File: config.mk
export PLATFORM = sky130hd
export DESIGN_NAME = fspid_top
export DESIGN_NICKNAME = d
export VERILOG_FILES = /design/src/include/fspid_pkg.sv /design/src/core/fspid_sync.sv /design/src/core/fspid_shift.sv /design/src/core/fspid_top.sv
export SDC_FILE = /design/constraint.sdc
export NUM_CORES = 1
export LEC_CHECK = 0
export BUFFER_PORTS_ARGS = -buffer_cell sky130_fd_sc_hd__clkbuf_2
export CAP_MARGIN = 25
export CORE_AREA = 3 3 74 76
export CTS_CLUSTER_SIZE = 16
export DETAILED_ROUTE_END_ITERATION = 10
export DIE_AREA = 0 0 77 79
export PLACE_DENSITY = 0.82
export SLEW_MARGIN = 20
export SYNTH_ARGS = -nofsm -noshare
export SYNTH_HDL_FRONTEND = slang
export SYNTH_SLANG_ARGS = --single-unit
File: constraint.sdc
create_clock -name CLK -period 2.6 [get_ports CLK]
set_input_delay 0.39 -clock CLK [delete_from_list [all_inputs] [get_ports CLK]]
set_output_delay 0.39 -clock CLK [all_outputs]
set_load 0.05 [all_outputs]
File: src/include/fspid_pkg.sv
// Package of constants and types for the flash status-protect and ident block
package fspid_pkg;

   // ==========================================================
   // Opcodes seen on the serial link
   localparam logic [7:0] OP_STATUS_WRITE_ARM = 8'h50;
   localparam logic [7:0] OP_STATUS_WRITE = 8'h01;
   localparam logic [7:0] OP_WRITE_ENABLE = 8'h06;
   localparam logic [7:0] OP_WRITE_DISABLE = 8'h04;
   localparam logic [7:0] OP_STANDARD_IDENT = 8'h9F;
   localparam logic [7:0] OP_LEGACY_IDENT_A = 8'h90;
   localparam logic [7:0] OP_LEGACY_IDENT_B = 8'hAB;

   // ==========================================================
   // Identification values (arbitrary neutral values)
   localparam logic [7:0] ID_MANUFACTURER = 8'h5A;
   localparam logic [7:0] ID_MEMORY_TYPE = 8'h3C;
   localparam logic [7:0] ID_CAPACITY = 8'h11;

   // ==========================================================
   // Status register field positions and reset value
   localparam int ST_WEL_POS = 1;
   localparam int ST_BP_LSB = 2;
   localparam int ST_BP_MSB = 5;
   localparam int ST_LOCK_POS = 7;
   localparam logic [7:0] ST_RESET = 8'h1C;
   localparam logic [7:0] ST_WRITE_MASK = 8'hBC;

   // ==========================================================
   // Frame counts
   localparam logic [5:0] BITS_OPCODE = 6'h08;
   localparam logic [5:0] BITS_ADDR_END = 6'h20;

   // Decoded link events from the edge finder
   typedef struct packed {
      logic sel;
      logic sck_rise;
      logic sck_fall;
      logic frame_end;
      logic mosi;
   } fspid_link_type;

   // Frame decode states
   typedef enum logic [4:0] {
      ST_OPCODE = 5'b00001,
      ST_WDATA = 5'b00010,
      ST_ADDR = 5'b00100,
      ST_OUT = 5'b01000,
      ST_IGNORE = 5'b10000
   } fspid_state_type;

endpackage : fspid_pkg

File: src/core/fspid_sync.sv
// Pin synchroniser and edge finder for the serial link
`timescale 1ns/1ps
module fspid_sync (
   // Clock and reset
   input wire logic clk,
   input wire logic rst_b,
   // Raw pins
   input wire logic cs_b_pin,
   input wire logic sck_pin,
   input wire logic mosi_pin,
   // Decoded events
   output fspid_pkg::fspid_link_type link
);

   // ==========================================================
   // Two-stage synchronisers; stage one is read only by stage two
   logic [2:0] s1_r, s1_nxt;
   logic [2:0] s2_r, s2_nxt;
   logic [1:0] prev_r, prev_nxt; // Last cs_b, sck for edges

   // Next-state logic
   always_comb begin
      s1_nxt = {cs_b_pin, sck_pin, mosi_pin};
      s2_nxt = s1_r;
      prev_nxt = s2_r[2:1];
   end

   // Registers
   always_ff @(posedge clk) begin
      if (!rst_b) begin
         s1_r <= 3'h7;
         s2_r <= 3'h7;
         prev_r <= 2'h3;
      end else begin
         s1_r <= s1_nxt;
         s2_r <= s2_nxt;
         prev_r <= prev_nxt;
      end
   end

   // Events: a rising edge of chip select ends the frame
   always_comb begin
      link.sel = ~s2_r[2];
      link.sck_rise = ~s2_r[2] & s2_r[1] & ~prev_r[0];
      link.sck_fall = ~s2_r[2] & ~s2_r[1] & prev_r[0];
      link.frame_end = s2_r[2] & ~prev_r[1];
      link.mosi = s2_r[0];
   end

endmodule : fspid_sync

File: src/core/fspid_shift.sv
// Output shifter: loads a byte and sends it MSB first on falling edges
`timescale 1ns/1ps
module fspid_shift (
   // Clock and reset
   input wire logic clk,
   input wire logic rst_b,
   // Control
   input wire logic load,
   input wire logic [7:0] load_byte,
   input wire logic shift,
   input wire logic stop,
   // Serial output
   output logic miso,
   output logic miso_oe
);

   logic [7:0] sh_r, sh_nxt; // Byte in flight
   logic oe_r, oe_nxt; // Drive enable

   // ==========================================================
   // Next values; stop beats everything so the pin is freed at once
   always_comb begin
      sh_nxt = sh_r;
      oe_nxt = oe_r;
      if (stop) begin
         oe_nxt = 1'b0;
      end else if (load) begin
         sh_nxt = load_byte;
         oe_nxt = 1'b1;
      end else if (shift) begin
         sh_nxt = {sh_r[6:0], 1'b0};
      end
   end

   // Registers
   always_ff @(posedge clk) begin
      if (!rst_b) begin
         sh_r <= 8'h00;
         oe_r <= 1'b0;
      end else begin
         sh_r <= sh_nxt;
         oe_r <= oe_nxt;
      end
   end

   assign miso = sh_r[7];
   assign miso_oe = oe_r;

endmodule : fspid_shift

File: src/core/fspid_top.sv
// Status-protect and identification decoder of a serial flash
`timescale 1ns/1ps
// Overview of operation
// - Status write works only right after arming or while write enable is set
// - Write changes only block-protect and lock bits
// - Locked with protect pin low: ignore write
// - Pin low: lock may only be set
// - Pin high: all protect bits freely writable
// - Lock and protect bits settable in one write
// - Standard ident opcode shifts identification out
// - Manufacturer byte, then type, then capacity
// - Chip select high stops ident output
// - Legacy ident: two opcodes, 24-bit address
// - Address zero manufacturer, address one device
// - Legacy output alternates until chip select high
// - Write enable also arms; cleared at write end
module fspid_top (
   // Clock and reset
   input wire logic CLK,
   input wire logic RST_B,
   // Serial link pins
   input wire logic CS_B,
   input wire logic SCK,
   input wire logic MOSI,
   input wire logic WP_B,
   output logic MISO,
   output logic MISO_OE,
   // Status view
   output logic [7:0] STATUS,
   output logic WRITE_ENABLE_LATCH,
   output logic ARMED
);

   // ==========================================================
   // Link front end
   fspid_pkg::fspid_link_type link;

   fspid_sync u_sync (
      .clk(CLK),
      .rst_b(RST_B),
      .cs_b_pin(CS_B),
      .sck_pin(SCK),
      .mosi_pin(MOSI),
      .link(link)
   );

   // ==========================================================
   // Write-protect pin synchroniser; the pin is a slow level, so two
   // flip-flops are enough and only the second is ever decoded
   logic wp1_r, wp1_nxt; // First stage, read only by the second
   logic wp2_r, wp2_nxt; // Settled level of the pin

   // Next values of the two stages
   always_comb begin
      wp1_nxt = WP_B;
      wp2_nxt = wp1_r;
   end

   // Registers; reset to the unprotected level so no lock-down is
   // seen before the pin has been sampled twice
   always_ff @(posedge CLK) begin
      if (!RST_B) begin
         wp1_r <= 1'b1;
         wp2_r <= 1'b1;
      end else begin
         wp1_r <= wp1_nxt;
         wp2_r <= wp2_nxt;
      end
   end

   // ==========================================================
   // Frame state
   fspid_pkg::fspid_state_type state_r, state_nxt;
   logic [5:0] cnt_r, cnt_nxt; // Bits taken this frame
   logic [7:0] in_r, in_nxt; // Input shifter
   logic [7:0] op_r, op_nxt; // Opcode of frame
   logic [7:0] wdata_r, wdata_nxt; // Data byte for status write
   logic wdata_ok_r, wdata_ok_nxt; // Full data byte seen
   logic addr0_r, addr0_nxt; // Address LSB, stored but never read; byte_r picks the legacy byte
   logic [1:0] byte_r, byte_nxt; // Output byte index
   logic [2:0] obit_r, obit_nxt; // Output bit index
   logic started_r, started_nxt; // First falling edge passed
   logic [7:0] status_r, status_nxt;
   logic arm_r, arm_nxt; // Arming from the arming opcode

   // Output shifter controls
   logic load;
   logic [7:0] load_byte;
   logic shift;
   logic [7:0] in_next_byte;

   // Byte to send for a given ident mode and index
   function automatic logic [7:0] ident_byte(input logic legacy,
                                             input logic [1:0] idx);
      logic [7:0] b;
      b = fspid_pkg::ID_MANUFACTURER;
      if (legacy) begin
         if (idx[0]) begin
            b = fspid_pkg::ID_CAPACITY;
         end
      end else begin
         unique case (idx)
            2'h1: b = fspid_pkg::ID_MEMORY_TYPE;
            2'h2: b = fspid_pkg::ID_CAPACITY;
            default: b = fspid_pkg::ID_MANUFACTURER;
         endcase
      end
      return b;
   endfunction : ident_byte

   // Opcode of a legacy ident request
   function automatic logic is_legacy(input logic [7:0] op);
      return (op == fspid_pkg::OP_LEGACY_IDENT_A) ||
             (op == fspid_pkg::OP_LEGACY_IDENT_B);
   endfunction : is_legacy

   // ==========================================================
   // Frame decoder, status register and arming
   // Chip select rising is handled before any clock event, so a frame
   // cut in mid-byte still ends cleanly and never commits a part byte
   always_comb begin
      state_nxt = state_r;
      cnt_nxt = cnt_r;
      in_nxt = in_r;
      op_nxt = op_r;
      wdata_nxt = wdata_r;
      wdata_ok_nxt = wdata_ok_r;
      addr0_nxt = addr0_r;
      byte_nxt = byte_r;
      obit_nxt = obit_r;
      started_nxt = started_r;
      status_nxt = status_r;
      arm_nxt = arm_r;
      load = 1'b0;
      load_byte = 8'h00;
      shift = 1'b0;
      in_next_byte = {in_r[6:0], link.mosi};
      if (link.frame_end) begin
         // Commit happens only here, at chip select rising. The state
         // has already moved on once the data byte is in, so the frame
         // is known by its opcode and a complete data byte
         if (op_r == fspid_pkg::OP_STATUS_WRITE &&
             wdata_ok_r) begin
            // Armed by the arming opcode or by the write-enable latch
            if ((arm_r || status_r[fspid_pkg::ST_WEL_POS]) &&
                !(!wp2_r && status_r[fspid_pkg::ST_LOCK_POS])) begin
               // With the pin low the lock is 0 here, so it may only be set
               status_nxt = (status_r & ~fspid_pkg::ST_WRITE_MASK) |
                            (wdata_r & fspid_pkg::ST_WRITE_MASK);
            end
            status_nxt[fspid_pkg::ST_WEL_POS] = 1'b0;
            arm_nxt = 1'b0;
         end else if (op_r == fspid_pkg::OP_STATUS_WRITE_ARM &&
                      cnt_r == fspid_pkg::BITS_OPCODE) begin
            // Only a bare eight-bit arming frame arms the next frame
            arm_nxt = 1'b1;
         end else if (cnt_r >= fspid_pkg::BITS_OPCODE) begin
            arm_nxt = 1'b0;
            if (op_r == fspid_pkg::OP_WRITE_ENABLE) begin
               status_nxt[fspid_pkg::ST_WEL_POS] = 1'b1;
            end else if (op_r == fspid_pkg::OP_WRITE_DISABLE) begin
               status_nxt[fspid_pkg::ST_WEL_POS] = 1'b0;
            end
         end
         state_nxt = fspid_pkg::ST_OPCODE;
         cnt_nxt = 6'h00;
         op_nxt = 8'h00;
         wdata_ok_nxt = 1'b0;
         byte_nxt = 2'h0;
         obit_nxt = 3'h0;
         started_nxt = 1'b0;
      end else if (link.sck_rise) begin
         // Sample MSB first on rising edges
         in_nxt = in_next_byte;
         // Saturate so a long readout never wraps into the opcode count
         if (cnt_r != 6'h3F) begin
            cnt_nxt = cnt_r + 6'h01;
         end
         unique case (state_r)
            fspid_pkg::ST_OPCODE: begin
               if (cnt_r == fspid_pkg::BITS_OPCODE - 6'h01) begin
                  op_nxt = in_next_byte;
                  if (in_next_byte == fspid_pkg::OP_STATUS_WRITE) begin
                     state_nxt = fspid_pkg::ST_WDATA;
                  end else if (in_next_byte ==
                               fspid_pkg::OP_STANDARD_IDENT) begin
                     state_nxt = fspid_pkg::ST_OUT;
                  end else if (is_legacy(in_next_byte)) begin
                     state_nxt = fspid_pkg::ST_ADDR;
                  end else begin
                     state_nxt = fspid_pkg::ST_IGNORE;
                  end
               end
            end
            fspid_pkg::ST_WDATA: begin
               if (cnt_r == fspid_pkg::BITS_OPCODE * 6'h02 - 6'h01) begin
                  wdata_nxt = in_next_byte;
                  wdata_ok_nxt = 1'b1;
                  state_nxt = fspid_pkg::ST_IGNORE;
                  op_nxt = fspid_pkg::OP_STATUS_WRITE;
               end
            end
            fspid_pkg::ST_ADDR: begin
               if (cnt_r == fspid_pkg::BITS_ADDR_END - 6'h01) begin
                  // Address LSB picks which legacy byte comes first
                  addr0_nxt = link.mosi;
                  byte_nxt = {1'b0, link.mosi};
                  state_nxt = fspid_pkg::ST_OUT;
               end
            end
            fspid_pkg::ST_OUT: begin
            end
            fspid_pkg::ST_IGNORE: begin
            end
         endcase
      end else if (link.sck_fall && state_r == fspid_pkg::ST_OUT) begin
         // Output changes on falling edges; the first fall after the
         // last opcode or address bit loads the first byte, so the host
         // sees its MSB on the very next rising edge
         if (!started_r || obit_r == 3'h7) begin
            load = 1'b1;
            load_byte = ident_byte(is_legacy(op_r), byte_r);
            started_nxt = 1'b1;
            obit_nxt = 3'h0;
            if (is_legacy(op_r)) begin
               byte_nxt = {1'b0, ~byte_r[0]};
            end else if (byte_r != 2'h2) begin
               byte_nxt = byte_r + 2'h1;
            end else begin
               byte_nxt = 2'h0;
            end
         end else begin
            shift = 1'b1;
            obit_nxt = obit_r + 3'h1;
         end
      end
      // A frame that ends in the wdata state returns to the opcode state
      if (state_r == fspid_pkg::ST_WDATA && link.frame_end) begin
         state_nxt = fspid_pkg::ST_OPCODE;
      end
   end

   // Registers
   always_ff @(posedge CLK) begin
      if (!RST_B) begin
         state_r <= fspid_pkg::ST_OPCODE;
         cnt_r <= 6'h00;
         in_r <= 8'h00;
         op_r <= 8'h00;
         wdata_r <= 8'h00;
         wdata_ok_r <= 1'b0;
         addr0_r <= 1'b0;
         byte_r <= 2'h0;
         obit_r <= 3'h0;
         started_r <= 1'b0;
         status_r <= fspid_pkg::ST_RESET;
         arm_r <= 1'b0;
      end else begin
         state_r <= state_nxt;
         cnt_r <= cnt_nxt;
         in_r <= in_nxt;
         op_r <= op_nxt;
         wdata_r <= wdata_nxt;
         wdata_ok_r <= wdata_ok_nxt;
         addr0_r <= addr0_nxt;
         byte_r <= byte_nxt;
         obit_r <= obit_nxt;
         started_r <= started_nxt;
         status_r <= status_nxt;
         arm_r <= arm_nxt;
      end
   end

   // ==========================================================
   // Output shifter; released as soon as the frame ends. The data pin
   // keeps its last bit while the enable is low: the pad, not this
   // logic, decides what the far side then sees. Both pins leave the
   // shifter's own flip-flops, so no decode glitch reaches the link.
   logic miso_w; // Shifter MSB
   logic miso_oe_w; // Shifter drive enable

   fspid_shift u_shift (
      .clk(CLK),
      .rst_b(RST_B),
      .load(load),
      .load_byte(load_byte),
      .shift(shift),
      .stop(link.frame_end),
      .miso(miso_w),
      .miso_oe(miso_oe_w)
   );

   assign MISO = miso_w;
   assign MISO_OE = miso_oe_w;
   assign STATUS = status_r;
   assign WRITE_ENABLE_LATCH = status_r[fspid_pkg::ST_WEL_POS];
   assign ARMED = arm_r;

endmodule : fspid_top

==> impl_metrics.csv <==
group,metric,value,unit
setup_path,worst_setup_path_start_kind,"flip-flop",
final_layout,area_growth,10.18,%
sta,relSlewSlack,50.95,%
floorplan,chipHeight,79,um
min_path,worstHoldStart,"CS_B",
setup_path,worstReg2RegStart,"op_r[4]",
routing,ant_nets,0,
routing,drc,0,
clock_tree,root_buffer,"clkbuf_8",
grt,antenna_found_initial,0,
grt,grt_start_max_net_pins,37,
final_layout,instances_no_fill,420,
routing,drt-wirelength-per-cell,14.10,um
setup_path,crit_arrival,2.30,ns
final_layout,multi_input_area,0.001515,mm^2
grt,globalRouteMet2Util,30.31,%
setup_path,path_buf_inv,0,
routing,routed_wl,5.924,mm
clock_tree,cts_tree,"done",
final_layout,fin_area,0.003209,mm^2
synthesis,synth_ff_type,"dfxtp_1",
grt,met3_usage,5.329,%
synthesis,synth_area_leader_cell,"dfxtp_1",
synthesis,yosysMostFrequentCell,"dfxtp_1",
power_and_ir_drop,power,1.883,mW
placement,pre_cts_ws,0.6049,ns
power_and_ir_drop,peakVddDrop,430.4,uV
clock_tree,h-tree-depth,3,
clock_tree,cts_sinks,64,
synthesis,synthAdderAreaFrac,3.436,%
placement,postPlaceCellArea,0.003012,mm^2
synthesis,synthMuxAreaShare,3.780,%
sta,worst_slack,0.5612,ns
placement,placed_cells,404,
setup_path,worstReg2RegEnd,"u_shift.sh_r[6]",
clock_tree,cts_buffers,9,
routing,num_vias,2399,
final_layout,area.sequential,0.001281,mm^2
routing,drt_iter0_drc,158,
sta,setup-tns-final,0,ns
min_path,hold_depth,2,
grt,grt_pass1_wl,9.991,mm
grt,busiest_layer,"met2",
synthesis,synth_top_family_by_area,"simple AND/OR/NAND/NOR gates",
sta,fin_worst_skew,0.006429,ns
sta,fin_crit,2.039,ns
sta,hold_violations,0,
placement,gp_congestion,0.8660,
clock_tree,clockBufferDepth,2,
power_and_ir_drop,cellLeakagePower,1.182,nW
clock_tree,clkTransAtPathRegs,0.07,ns
grt,grt_overflow_total,0,
synthesis,netlist_area,0.002913,mm^2
floorplan,die_x,77,um
floorplan,pin_count,18,
synthesis,synth_commonest_cells,"64 x dfxtp_1, 48 x nand2_1, 23 x nor2_1, 19 x nand3_1, 15 x a21oi_1",
routing,vias_per_cell,5.712,
clock_tree,cts-resized-gates,0,
synthesis,yosysSeqAreaShare,43.99,%
clock_tree,post_cts_buffers,0,
setup_path,critical_path_class,"flip-flop to flip-flop",
setup_path,cp_max_fo,6,
sta,finalCritPeriodShare,78.42,%
synthesis,synth_seq_cells,64,
synthesis,synthArstFlopShare,0,%
setup_path,cp_top_family,"compound AO/OA/AOI/OAI gates",
final_layout,diodes,0,
grt,track_usage,20.72,%
setup_path,crit_cells,5,
synthesis,synth_edf_count,0,
clock_tree,clk_latency,0.34,ns
floorplan,die-area,0.006083,mm^2
min_path,hp-class,"primary input to flip-flop",
synthesis,ys.warnings.count,0,
clock_tree,cts_hold_buf,0,
status,status,"finished clean",
final_layout,drive_gt1_share,11.90,%
placement,dpl.hpwl,4.126,mm
sta,rsz0062_at_grt,"no",
synthesis,synth_top_area_share,43.99,%
routing,dr.pass1.iters,4,
setup_path,r2r_slack,0.56,ns
synthesis,synth.top_cells.by_area,"dfxtp_1 44%, nand2_1 6.2%, mux2i_1 3.8%",
sta,setup_viol,0,
min_path,holdPathEnd,"u_sync.s1_r[2]",
sta,max_freq,0.4905,GHz
synthesis,yosys.cell_types.count,57,
setup_path,r2r_cells,5,
sta,final-max-slew-violation-count,0,
power_and_ir_drop,p_per_area,586.8,mW/mm^2
floorplan,core_area,0.004786,mm^2
setup_path,endpoint_kind,"flip-flop",
grt,met1_usage,28.21,%
floorplan,initial_core_util,60.86,%
final_layout,final_nets,362,
synthesis,synth-compound-area-share,13.75,%
setup_path,crit_required,2.86,ns
setup_path,cp_cell_sequence,"or4b_1 -> o22ai_1 -> nand2_1 -> a2111o_1 -> a31oi_1",
placement,io_buffer_count,15,
synthesis,synthCells,335,
flow_run,cap_viol_max_count,0,
setup_path,cp_slowest_cell,"or4b_1",
sta,tightest_slew,0.7350,ns
final_layout,fillers,393,
grt,grt_pass1_vias,2146,
synthesis,synth_xor_area_share,1.203,%
floorplan,rows,25,
synthesis,postSynthAreaPerCell,8.695,um^2
synthesis,synth-simple-area-share,29.60,%
setup_path,slowest_delay,0.48,ns
-- cell type report --
| cell class | instances | area share, % |
|---|---|---|
| tap | 67 | 2.612 |
| timing repair buffer | 20 | 3.509 |
| sequential | 64 | 39.92 |
| multi-input combinational | 248 | 47.21 |
| clock inverter | 5 | 1.754 |
| clock buffer | 11 | 4.405 |
| inverter | 5 | 0.5848 |
-- cells in the final DEF, fill, tap and decap left out, types with 10 or more instances in the layout --
master / instances
nand2_1: 48
o21ai_0: 13
a21oi_1: 15
clkbuf_8: 10
nand3_1: 19
nor3_1: 11
nor2b_1: 11
nand2b_1: 14
mux2i_1: 11
nor2_1: 23
clkbuf_2: 15
dfxtp_1: 64
-- kinds of logic (layout without fill, tap and decap cells) --
kind of cell | count (synthesis) | in the layout
simple gates | 164 | 164
flops | 64 | 64
compound gates | 59 | 59
buf+inv | 24 | 41
mux | 11 | 11
fa+ha+maj | 8 | 8
xor+xnor | 4 | 4
other cells | 1 | 2
-- sequential cells by signal, indices dropped and copies added (netlist names), 2 cells and up --
signal and cells:
STATUS 6, byte_r 2, cnt_r 6, in_r 7
obit_r 3, op_r 8, state_r 5, u_shift.sh_r 8
u_sync.prev_r 2, u_sync.s1_r 3, u_sync.s2_r 3, wdata_r 5
-- worst max path at each step --
| stage | start | to |
|---|---|---|
| 2_1_floorplan | state_r[2] | op_r[5] |
| 3_3_place_gp | op_r[4] | u_shift.sh_r[6] |
| 3_5_place_dp | op_r[4] | u_shift.sh_r[6] |
| 4_1_cts | op_r[4] | u_shift.sh_r[6] |
| 5_1_grt | state_r[2] | wdata_r[4] |
| 6_report | op_r[4] | u_shift.sh_r[6] |
-- report_power, final --
group	internal (mW)	switching, mW
clock	0.467	0.380
sequential	0.987	0.00328
combinational	0.0152	0.0312
-- metal layers --
metal / share of wire [%] / wire length [um]
met1: 49 / 2885
met2: 44 / 2630
met3: 5.0 / 297
met4: 1.9 / 110
met5: 0 / 0
-- stage by stage --
stage	hold WS [ns]	util, %
floorplan	0.3863	-
global placement	0.3897	62.93
detailed placement	0.3936	62.93
CTS	0.2207	67.06
global route	0.2184	67.06
finish	0.2246	67.06
Note: power is estimated with default switching activity, not from simulation.
